**src/dcbp_pkg.sv**
```systemverilog
// Purpose: Shared constants and types for the downstream cell bus polling block.
// Assumes: One clock, synchronous active-low reset, Avalon-MM register slave.
// Notes:   Register offsets are byte addresses, one aligned 32-bit word each.
package dcbp_pkg;

   // ==========================================================================
   // Widths
   localparam int ADDR_W = 12;
   localparam int DATA_W = 16;
   localparam int SEG_N  = 32;
   localparam int SEG_W  = 5;

   // ==========================================================================
   // Register offsets (byte addresses)
   localparam logic [3:0] REG_CONFIG   = 4'h0;
   localparam logic [3:0] REG_BASES    = 4'h4;
   localparam logic [3:0] REG_SEG_FULL = 4'h8;
   localparam logic [3:0] REG_STATUS   = 4'hc;

   // ==========================================================================
   // Field positions
   localparam int CFG_DELAY_BIT   = 0;
   localparam int BASE_CTRL_LSB   = 0;
   localparam int BASE_LC_LSB     = 16;
   localparam int BASE_RANGE_LSB  = 28;
   localparam int STAT_PEND_LSB   = 0;
   localparam int STAT_PEND_BIT   = 8;
   localparam int STAT_INCELL_BIT = 9;
   localparam int STAT_OVF_BIT    = 10;

   // ==========================================================================
   // Reset values
   localparam logic       DELAY_SEL_RST = 1'b0;
   localparam logic [8:0] CTRL_BASE_RST = 9'h1ff;
   localparam logic [8:0] LC_BASE_RST   = 9'h000;
   localparam logic [1:0] RANGE_RST     = 2'h3;
   localparam logic [4:0] SEG_IDX_RST   = 5'h00;

   // ==========================================================================
   // Timing counts (transmit cell-bus clock cycles)
   localparam logic [4:0] CELL_WORDS          = 5'h1a;  // 26 words per cell
   localparam logic [3:0] STATUS_DELAY_CYCLES = 4'h9;   // Delayed refresh

   // ==========================================================================
   // Types
   typedef struct packed {
      logic              sox;
      logic              wen_n;
      logic [ADDR_W-1:0] addr;
      logic              par;
      logic [DATA_W-1:0] data;
   } dcbp_bus_t;

   typedef struct packed {
      logic              sox;
      logic              par;
      logic [DATA_W-1:0] data;
   } dcbp_word_t;

   typedef enum logic {
      CELL_IDLE = 1'b0,
      CELL_BUSY = 1'b1
   } dcbp_cell_state_t;

endpackage : dcbp_pkg

```
**src/dcbp_top.sv**
```systemverilog
// Purpose: Downstream cell bus front end: poll answers and segment status.
// Assumes: All cell bus inputs synchronous to clk_i; master keeps its own rules.
// Notes:   Segment drain is signalled by software clearing full bits.
//
// The Avalon-MM slave port and the register addresses were left to the implementer.

module dcbp_top
   import dcbp_pkg::*;
(
   // Clock, reset, enable
   input  wire logic                 clk_i,
   input  wire logic                 rst_n_i,
   input  wire logic                 ce_i,
   // Cell bus from the scheduler
   input  wire logic                 tx_start_of_cell_i,
   input  wire logic                 tx_write_enable_n_i,
   input  wire logic [ADDR_W-1:0]    tx_poll_address_i,
   input  wire logic                 tx_data_parity_i,
   input  wire logic [DATA_W-1:0]    tx_cell_data_i,
   // Cell space available, three-state
   output      logic                 tx_cell_space_available_o,
   output      logic                 tx_cell_space_available_oe_o,
   // Captured cell words
   output      dcbp_word_t           word_o,
   output      logic                 word_valid_o,
   input  wire logic                 word_ready_i,
   // Avalon-MM register slave
   input  wire logic [3:0]           avs_address_i,
   input  wire logic                 avs_read_i,
   input  wire logic                 avs_write_i,
   input  wire logic [31:0]          avs_writedata_i,
   input  wire logic [3:0]           avs_byteenable_i,
   output      logic [31:0]          avs_readdata_o,
   output      logic                 avs_waitrequest_o
);

   // ==========================================================================
   // Declarations
   dcbp_bus_t        cap_q;
   logic             cap_v;
   logic             tpa_q;
   logic             tpa_oe_q;
   logic             next_tpa;
   logic             next_tpa_oe;
   logic             delay_sel;
   logic [8:0]       ctrl_base;
   logic [8:0]       lc_base;
   logic [1:0]       lc_range;
   logic [SEG_N-1:0] seg_full;
   logic             ovf;
   logic             wait_q;
   logic [31:0]      rdata_q;
   logic             next_delay_sel;
   logic [8:0]       next_ctrl_base;
   logic [8:0]       next_lc_base;
   logic [1:0]       next_lc_range;
   logic [SEG_N-1:0] next_seg_full;
   logic             next_ovf;
   logic             next_wait;
   logic [31:0]      next_rdata;
   dcbp_cell_state_t cell_st;
   dcbp_cell_state_t next_cell_st;
   logic [4:0]       word_cnt;
   logic [4:0]       next_word_cnt;
   logic [SEG_W-1:0] cell_seg;
   logic [SEG_W-1:0] next_cell_seg;
   logic             pend;
   logic             next_pend;
   logic [3:0]       dly_cnt;
   logic [3:0]       next_dly_cnt;
   logic [SEG_W-1:0] pend_seg;
   logic [SEG_W-1:0] next_pend_seg;
   logic             buf_ready;
   logic             word_in;
   logic             cell_start;
   logic             cell_done;
   logic             dly_fire;
   logic             wr_acc;
   logic [31:0]      wmask;
   logic [8:0]       lc_off;
   logic             hit;
   dcbp_word_t       buf_in;

   // ==========================================================================
   // Input capture; reset idles write enable, so no false word
   always_ff @(posedge clk_i) begin
      if (!rst_n_i) begin
         cap_q <= '{wen_n: 1'b1, default: '0};
         cap_v <= 1'b0;
      end else if (ce_i) begin
         cap_q <= {tx_start_of_cell_i, tx_write_enable_n_i, tx_poll_address_i,
                   tx_data_parity_i, tx_cell_data_i};
         cap_v <= 1'b1;
      end
   end

   // ==========================================================================
   // Poll answer from the captured address
   // Full buffer also reports no space; a word written while it is full sets ovf
   always_comb begin
      lc_off      = cap_q.addr[11:3] - lc_base;
      hit         = (cap_q.addr[11:3] == ctrl_base) ||
                    (lc_off <= {7'h00, lc_range});
      next_tpa_oe = hit && cap_v;
      next_tpa    = !seg_full[cap_q.addr[SEG_W-1:0]] && buf_ready;
   end

   // Second stage gives the two-cycle latency
   always_ff @(posedge clk_i) begin
      if (!rst_n_i) begin
         tpa_q    <= 1'b0;
         tpa_oe_q <= 1'b0;
      end else if (ce_i) begin
         tpa_q    <= next_tpa;
         tpa_oe_q <= next_tpa_oe;
      end
   end

   // ==========================================================================
   // Cell tracking and delayed status refresh
   // Stale status is allowed while a refresh is pending
   always_comb begin
      word_in       = !cap_q.wen_n;
      cell_start    = word_in && cap_q.sox;
      cell_done     = 1'b0;
      next_cell_st  = cell_st;
      next_word_cnt = word_cnt;
      next_cell_seg = cell_seg;
      if (cell_start) begin
         next_cell_st  = CELL_BUSY;
         next_word_cnt = 5'h01;
         next_cell_seg = cap_q.data[SEG_W-1:0];
      end else if (word_in && cell_st == CELL_BUSY) begin
         next_word_cnt = word_cnt + 5'h01;
         if (word_cnt == CELL_WORDS - 5'h01) begin
            cell_done    = 1'b1;
            next_cell_st = CELL_IDLE;
         end
      end
      dly_fire      = pend && (dly_cnt == 4'h1);
      next_pend     = pend;
      next_dly_cnt  = dly_cnt;
      next_pend_seg = pend_seg;
      if (cell_done && delay_sel) begin
         next_pend     = 1'b1;
         next_dly_cnt  = STATUS_DELAY_CYCLES;
         next_pend_seg = cell_seg;
      end else if (dly_fire) begin
         next_pend = 1'b0;
      end else if (pend) begin
         next_dly_cnt = dly_cnt - 4'h1;
      end
   end

   always_ff @(posedge clk_i) begin
      if (!rst_n_i) begin
         cell_st  <= CELL_IDLE;
         word_cnt <= 5'h00;
         cell_seg <= SEG_IDX_RST;
         pend     <= 1'b0;
         dly_cnt  <= 4'h0;
         pend_seg <= SEG_IDX_RST;
      end else if (ce_i) begin
         cell_st  <= next_cell_st;
         word_cnt <= next_word_cnt;
         cell_seg <= next_cell_seg;
         pend     <= next_pend;
         dly_cnt  <= next_dly_cnt;
         pend_seg <= next_pend_seg;
      end
   end

   // ==========================================================================
   // Word buffer toward the cell store
   assign buf_in = {cap_q.sox, cap_q.par, cap_q.data};

   dcbp_skid2 u_buf (
      .clk_i       (clk_i),
      .rst_n_i     (rst_n_i),
      .ce_i        (ce_i),
      .in_word_i   (buf_in),
      .in_valid_i  (word_in),
      .in_ready_o  (buf_ready),
      .out_word_o  (word_o),
      .out_valid_o (word_valid_o),
      .out_ready_i (word_ready_i)
   );

   // ==========================================================================
   // Register slave: one wait cycle, then answer; writes land on accept edge
   always_comb begin
      wr_acc         = avs_write_i && !wait_q;
      wmask          = {{8{avs_byteenable_i[3]}}, {8{avs_byteenable_i[2]}},
                        {8{avs_byteenable_i[1]}}, {8{avs_byteenable_i[0]}}};
      next_wait      = !((avs_read_i || avs_write_i) && wait_q);
      next_rdata     = rdata_q;
      next_delay_sel = delay_sel;
      next_ctrl_base = ctrl_base;
      next_lc_base   = lc_base;
      next_lc_range  = lc_range;
      next_seg_full  = seg_full;
      next_ovf       = ovf;
      if (avs_read_i && wait_q) begin
         unique case (avs_address_i)
            REG_CONFIG:   next_rdata = {31'h0, delay_sel};
            REG_BASES:    next_rdata = {2'h0, lc_range, 3'h0, lc_base,
                                        7'h00, ctrl_base};
            REG_SEG_FULL: next_rdata = seg_full;
            REG_STATUS:   next_rdata = {21'h0, ovf, cell_st == CELL_BUSY,
                                        pend, 3'h0, pend_seg};
            default:      next_rdata = 32'h0;  // Unmapped reads as zero
         endcase
      end
      if (wr_acc) begin
         unique case (avs_address_i)
            REG_CONFIG: begin
               if (avs_byteenable_i[0]) begin
                  next_delay_sel = avs_writedata_i[CFG_DELAY_BIT];
               end
            end
            REG_BASES: begin
               if (avs_byteenable_i[0]) begin
                  next_ctrl_base[7:0] = avs_writedata_i[BASE_CTRL_LSB +: 8];
               end
               if (avs_byteenable_i[1]) begin
                  next_ctrl_base[8] = avs_writedata_i[BASE_CTRL_LSB + 8];
               end
               if (avs_byteenable_i[2]) begin
                  next_lc_base[7:0] = avs_writedata_i[BASE_LC_LSB +: 8];
               end
               if (avs_byteenable_i[3]) begin
                  next_lc_base[8] = avs_writedata_i[BASE_LC_LSB + 8];
                  next_lc_range   = avs_writedata_i[BASE_RANGE_LSB +: 2];
               end
            end
            REG_SEG_FULL: next_seg_full = seg_full & ~(avs_writedata_i & wmask);
            REG_STATUS: begin
               if (avs_byteenable_i[1] && avs_writedata_i[STAT_OVF_BIT]) begin
                  next_ovf = 1'b0;
               end
            end
            default: ;  // Unmapped writes ignored
         endcase
      end
      // Hardware sets after software clears, so a set in the same cycle wins
      if (cell_start && !delay_sel) begin
         next_seg_full[cap_q.data[SEG_W-1:0]] = 1'b1;
      end
      if (dly_fire) begin
         next_seg_full[pend_seg] = 1'b1;
      end
      if (word_in && !buf_ready) begin
         next_ovf = 1'b1;
      end
   end

   always_ff @(posedge clk_i) begin
      if (!rst_n_i) begin
         wait_q    <= 1'b1;
         rdata_q   <= 32'h0;
         delay_sel <= DELAY_SEL_RST;
         ctrl_base <= CTRL_BASE_RST;
         lc_base   <= LC_BASE_RST;
         lc_range  <= RANGE_RST;
         seg_full  <= '0;
         ovf       <= 1'b0;
      end else if (ce_i) begin
         wait_q    <= next_wait;
         rdata_q   <= next_rdata;
         delay_sel <= next_delay_sel;
         ctrl_base <= next_ctrl_base;
         lc_base   <= next_lc_base;
         lc_range  <= next_lc_range;
         seg_full  <= next_seg_full;
         ovf       <= next_ovf;
      end
   end

   // ==========================================================================
   // Outputs, all straight from flops
   assign tx_cell_space_available_o    = tpa_q;
   assign tx_cell_space_available_oe_o = tpa_oe_q;
   assign avs_readdata_o               = rdata_q;
   assign avs_waitrequest_o            = wait_q;

endmodule : dcbp_top

```
**src/dcbp_skid2.sv**
```systemverilog
// Purpose: Two-entry valid/ready buffer in the cell word path.
// Assumes: Synchronous active-low reset, clock enable freezes all state.
// Notes:   All outputs come from flops; in_ready drops only when both entries hold.
module dcbp_skid2
   import dcbp_pkg::*;
(
   // Clock and reset
   input  wire logic        clk_i,
   input  wire logic        rst_n_i,
   input  wire logic        ce_i,
   // Fill side
   input  wire dcbp_word_t  in_word_i,
   input  wire logic        in_valid_i,
   output      logic        in_ready_o,
   // Drain side
   output      dcbp_word_t  out_word_o,
   output      logic        out_valid_o,
   input  wire logic        out_ready_i
);

   dcbp_word_t out_q;
   dcbp_word_t skid_q;
   logic       out_v;
   logic       skid_v;
   dcbp_word_t next_out_q;
   dcbp_word_t next_skid_q;
   logic       next_out_v;
   logic       next_skid_v;

   // ==========================================================================
   // Next state: skid entry catches the word that arrives during a stall
   always_comb begin
      next_out_q  = out_q;
      next_out_v  = out_v;
      next_skid_q = skid_q;
      next_skid_v = skid_v;
      if (out_ready_i || !out_v) begin
         if (skid_v) begin
            next_out_q  = skid_q;
            next_out_v  = 1'b1;
            next_skid_v = 1'b0;
         end else begin
            next_out_q = in_word_i;
            next_out_v = in_valid_i;
         end
      end else if (in_valid_i && !skid_v) begin
         next_skid_q = in_word_i;
         next_skid_v = 1'b1;
      end
   end

   // ==========================================================================
   // Registers
   always_ff @(posedge clk_i) begin
      if (!rst_n_i) begin
         out_q  <= '0;
         out_v  <= 1'b0;
         skid_q <= '0;
         skid_v <= 1'b0;
      end else if (ce_i) begin
         out_q  <= next_out_q;
         out_v  <= next_out_v;
         skid_q <= next_skid_q;
         skid_v <= next_skid_v;
      end
   end

   assign out_word_o  = out_q;
   assign out_valid_o = out_v;
   assign in_ready_o  = !skid_v;  // Flop output, inverted only

endmodule : dcbp_skid2

```
**config.mk**
```make
export PLATFORM = sky130hd
export DESIGN_NAME = dcbp_top
export DESIGN_NICKNAME = d
export VERILOG_FILES = /design/src/dcbp_pkg.sv /design/src/dcbp_top.sv /design/src/dcbp_skid2.sv
export SDC_FILE = /design/constraint.sdc
export NUM_CORES = 1
export LEC_CHECK = 0
export ABC_AREA = 1
export BUFFER_PORTS_ARGS = -buffer_cell sky130_fd_sc_hd__buf_2
export CORE_ASPECT_RATIO = 1.4
export CORE_UTILIZATION = 30
export DETAILED_ROUTE_END_ITERATION = 7
export SLEW_MARGIN = 15
export SYNTH_ARGS = -nofsm -noshare
export SYNTH_HDL_FRONTEND = slang
export SYNTH_SLANG_ARGS = --single-unit
export TNS_END_PERCENT = 5
```
**constraint.sdc**
```tcl
create_clock -name clk_i -period 2.6 [get_ports clk_i]
set_clock_uncertainty 0.05 [all_clocks]
set_input_delay 0.39 -clock clk_i [delete_from_list [all_inputs] [get_ports clk_i]]
set_output_delay 0.39 -clock clk_i [all_outputs]
set_load 0.01 [all_outputs]
```
==> results.json <==
{
  "grt_pass1_wl_um": 41700,
  "path_class": "reg -> reg",
  "clock-sinks": 180,
  "vias_per_cell": 4.99,
  "yosys_warnings": 0,
  "rows": 71,
  "leakage_nw": 3.92,
  "drt_iter0_drc": 490,
  "gp_congestion": 0.933,
  "grt_max_degree": 50,
  "tns_ns": 0,
  "dr.pass1.iters": 5,
  "place.port_buffers": 130,
  "synth-seq-area-share": 0.432,
  "synth_nets": 1259,
  "wl_um": 27000,
  "fmax_mhz": 421,
  "hold_viol": 0,
  "seqPwrFrac": 0.469,
  "fp.dieH_um": 199,
  "hp-start": "tx_write_enable_n_i",
  "cts_hold_buf": 0,
  "grt_pass1_vias": 7897,
  "ctsHtreeMaxLevel": 4,
  "synth_cell_type_count": 37,
  "syn-mean-instance-area_um2": 7.15,
  "insertion_delay_ns": 0.44,
  "drive_gt1_frac": 0.161,
  "outcome": "complete, no violations",
  "arrival_ns": 2.69,
  "finalSetupViolations": 0,
  "pwr-share-comb": 0.097,
  "initial_core_util": 0.308,
  "r2r_slack_ns": 0.23,
  "clockBufferDepth": 2,
  "fin_nets": 1365,
  "timing.final.ws_setup_ns": 0.226,
  "p_clk_frac": 0.434,
  "timing.rr.start": "cap_q[20]$_SDFFE_PN0P_",
  "path_clk_slew_ns": 0.07,
  "final_cell_mix": "nand2_1 (249), dfxtp_1 (180), a21oi_1 (141), o21ai_0 (139), buf_2 (130)",
  "rsz0062_at_grt": "false",
  "synth_edf_count": 0,
  "grt_overflow": 0,
  "grt_antenna_before_repair": 4,
  "fp.coreArea_um2": 27100,
  "grtUsageTotal": 0.192,
  "worst_setup_path_start_kind": "flop",
  "synth_cells": 1167,
  "async_reset_ff_frac": 0,
  "internal-power_mw": 4.52,
  "die_area_um2": 28500,
  "min_to": "cap_q[29]$_SDFFE_PN1P_",
  "layout.cells.non_filler": 1653,
  "ys.flop_type": "dfxtp_1",
  "worst_setup_path_end_kind": "flop",
  "dp_hpwl_um": 20200,
  "r2r_cells": 16,
  "cts_buffers": 17,
  "ant_nets": 0,
  "reg2reg_to": "tx_cell_space_available_oe_o$_SDFFE_PN0P_",
  "drc": 0,
  "p_sw_mw": 1.63,
  "placedCellCount": 1619,
  "netSwitchingFraction": 0.265,
  "syn_area_um2": 8340,
  "pre_cts_ws_ns": 0.206,
  "cap_violations": 0,
  "holdCritPathClass": "in -> reg",
  "die_w_um": 143,
  "maxSlewHeadroom": 0.513,
  "maxSlewViolCount": 0,
  "ctsRootBufferMaster": "clkbuf_16",
  "power_density_nw_per_um2": 617,
  "worst_pin_slew_ns": 0.729,
  "whs_path_depth": 3,
  "cp_data_required_time_ns": 2.92,
  "vias": 8254,
  "yosys_register_bits": 180,
  "syn_to_final_growth_pct": 19.5,
  "wl_per_cell_um": 16.3,
  "period_share": 0.913,
  "critPathMaxFanout": 4,
  "io_pins": 131,
  "layout_commonest_cell": "nand2_1",
  "cts_tree": "done",
  "vdd_ir_drop_max_mv": 0.478,
  "min_period_ns": 2.37
}
## worst max path at each step
stage                      startpoint                                        end  slack [ns]  depth (start not counted)
2_1_floorplan  cap_q[20]$_SDFFE_PN0P_  tx_cell_space_available_oe_o$_SDFFE_PN0P_        0.38                         16
3_3_place_gp   cap_q[20]$_SDFFE_PN0P_  tx_cell_space_available_oe_o$_SDFFE_PN0P_        0.24                         16
3_5_place_dp   cap_q[20]$_SDFFE_PN0P_  tx_cell_space_available_oe_o$_SDFFE_PN0P_        0.21                         16
4_1_cts        cap_q[20]$_SDFFE_PN0P_  tx_cell_space_available_oe_o$_SDFFE_PN0P_        0.19                         16
5_1_grt        cap_q[20]$_SDFFE_PN0P_  tx_cell_space_available_oe_o$_SDFFE_PN0P_        0.04                         16
6_report       cap_q[20]$_SDFFE_PN0P_  tx_cell_space_available_oe_o$_SDFFE_PN0P_        0.23                         16
## state kept, by name (all words and copies together) (netlist names), 5 cells and up
signal            count
u_buf.skid_q         18
avs_readdata_o       32
word_cnt              5
u_buf.out_word_o     18
cap_q                13
lc_base               9
buf_in               18
pend_seg              5
cell_seg              5
ctrl_base             9
seg_full             32
## cell families (layout without fill, tap and decap cells)
family | after synthesis | in the layout | synth area share
xor gates and xnor gates | 9 | 9 | 0.00945
buffers and inverters | 183 | 302 | 0.0864
DFF | 180 | 180 | 0.432
and+or+nand+nor | 404 | 404 | 0.204
other | 0 | 2 | 0
adders and majority gates | 15 | 15 | 0.0234
AOI/OAI and AO/OA | 376 | 376 | 0.245
## power by group through the flow
stage	combinational [mW]	sequential [mW]	clock [mW]
global placement	0.594	2.94	0
global route	0.671	2.89	2.82
floorplan	0.361	2.94	0
CTS	0.600	2.88	2.73
detailed placement	0.597	2.95	0
finish	0.597	2.88	2.67
## timing repair
item / CTS / global route
resized for setup: 0 / 1
endpoints found under the hold margin: 0 / 0
buffers inserted: 0 / 0
endpoints found under the setup margin: 0 / 1
## layout make-up
class                           instances  area, um^2
Fill cell                            2952       17100
Multi-Input combinational cell        804        4020
Sequential cell                       180        3600
Timing Repair Buffer                  149         831
Inverter                              121         458
Clock buffer                           20         457
Tap cell                              365         457
Clock inverter                         12         141
Antenna cell                            2        5.00
## worst max-delay path, cell delays in order (launching register included)
cell	delay, ns
dfxtp_1	0.35
inv_1	0.09
ha_1	0.24
fa_1	0.48
inv_1	0.04
ha_1	0.28
inv_1	0.06
nor2_1	0.03
o21ai_1	0.12
nand2_1	0.06
nor2_1	0.10
nand3_1	0.07
nor2_1	0.08
nand2_1	0.05
nand2_1	0.05
nand2_1	0.04
a21oi_1	0.11
## cells in the mapped netlist, types with 12 or more instances
| library cell | count | area share |
|---|---|---|
| a31oi_1 | 21 | 0.016 |
| clkbuf_1 | 44 | 0.020 |
| nor2_1 | 73 | 0.033 |
| o21ai_0 | 140 | 0.084 |
| dfxtp_1 | 180 | 0.43 |
| nand2_1 | 249 | 0.11 |
| ha_1 | 14 | 0.021 |
| o22ai_1 | 50 | 0.037 |
| inv_1 | 109 | 0.049 |
| buf_2 | 12 | 0.0072 |
| a21oi_1 | 141 | 0.085 |
| nand3_1 | 48 | 0.029 |
## routing by layer
| metal | part of all wire | global-route usage | up-vias |
|---|---|---|---|
| li1 | - | - | 4156 |
| met1 | 0.42 | 0.224 | 3819 |
| met2 | 0.50 | 0.336 | 220 |
| met4 | 0.036 | 0.0944 | 4 |
| met5 | 0.0010 | 0 | - |
| met3 | 0.044 | 0.0335 | 55 |
## stage by stage
step / hold slack (ns) / utilization / cell area [um^2] / total power, mW
2_1_floorplan: 0.385 / - / 8340 / 3.30
3_3_place_gp: 0.394 / 0.346 / 9370 / 3.54
3_5_place_dp: 0.402 / 0.346 / 9370 / 3.54
4_1_cts: 0.108 / 0.368 / 9970 / 6.21
5_1_grt: 0.126 / 0.368 / 9970 / 6.38
6_report: 0.115 / 0.368 / 9970 / 6.15
Power figures use the tool's default switching activity.
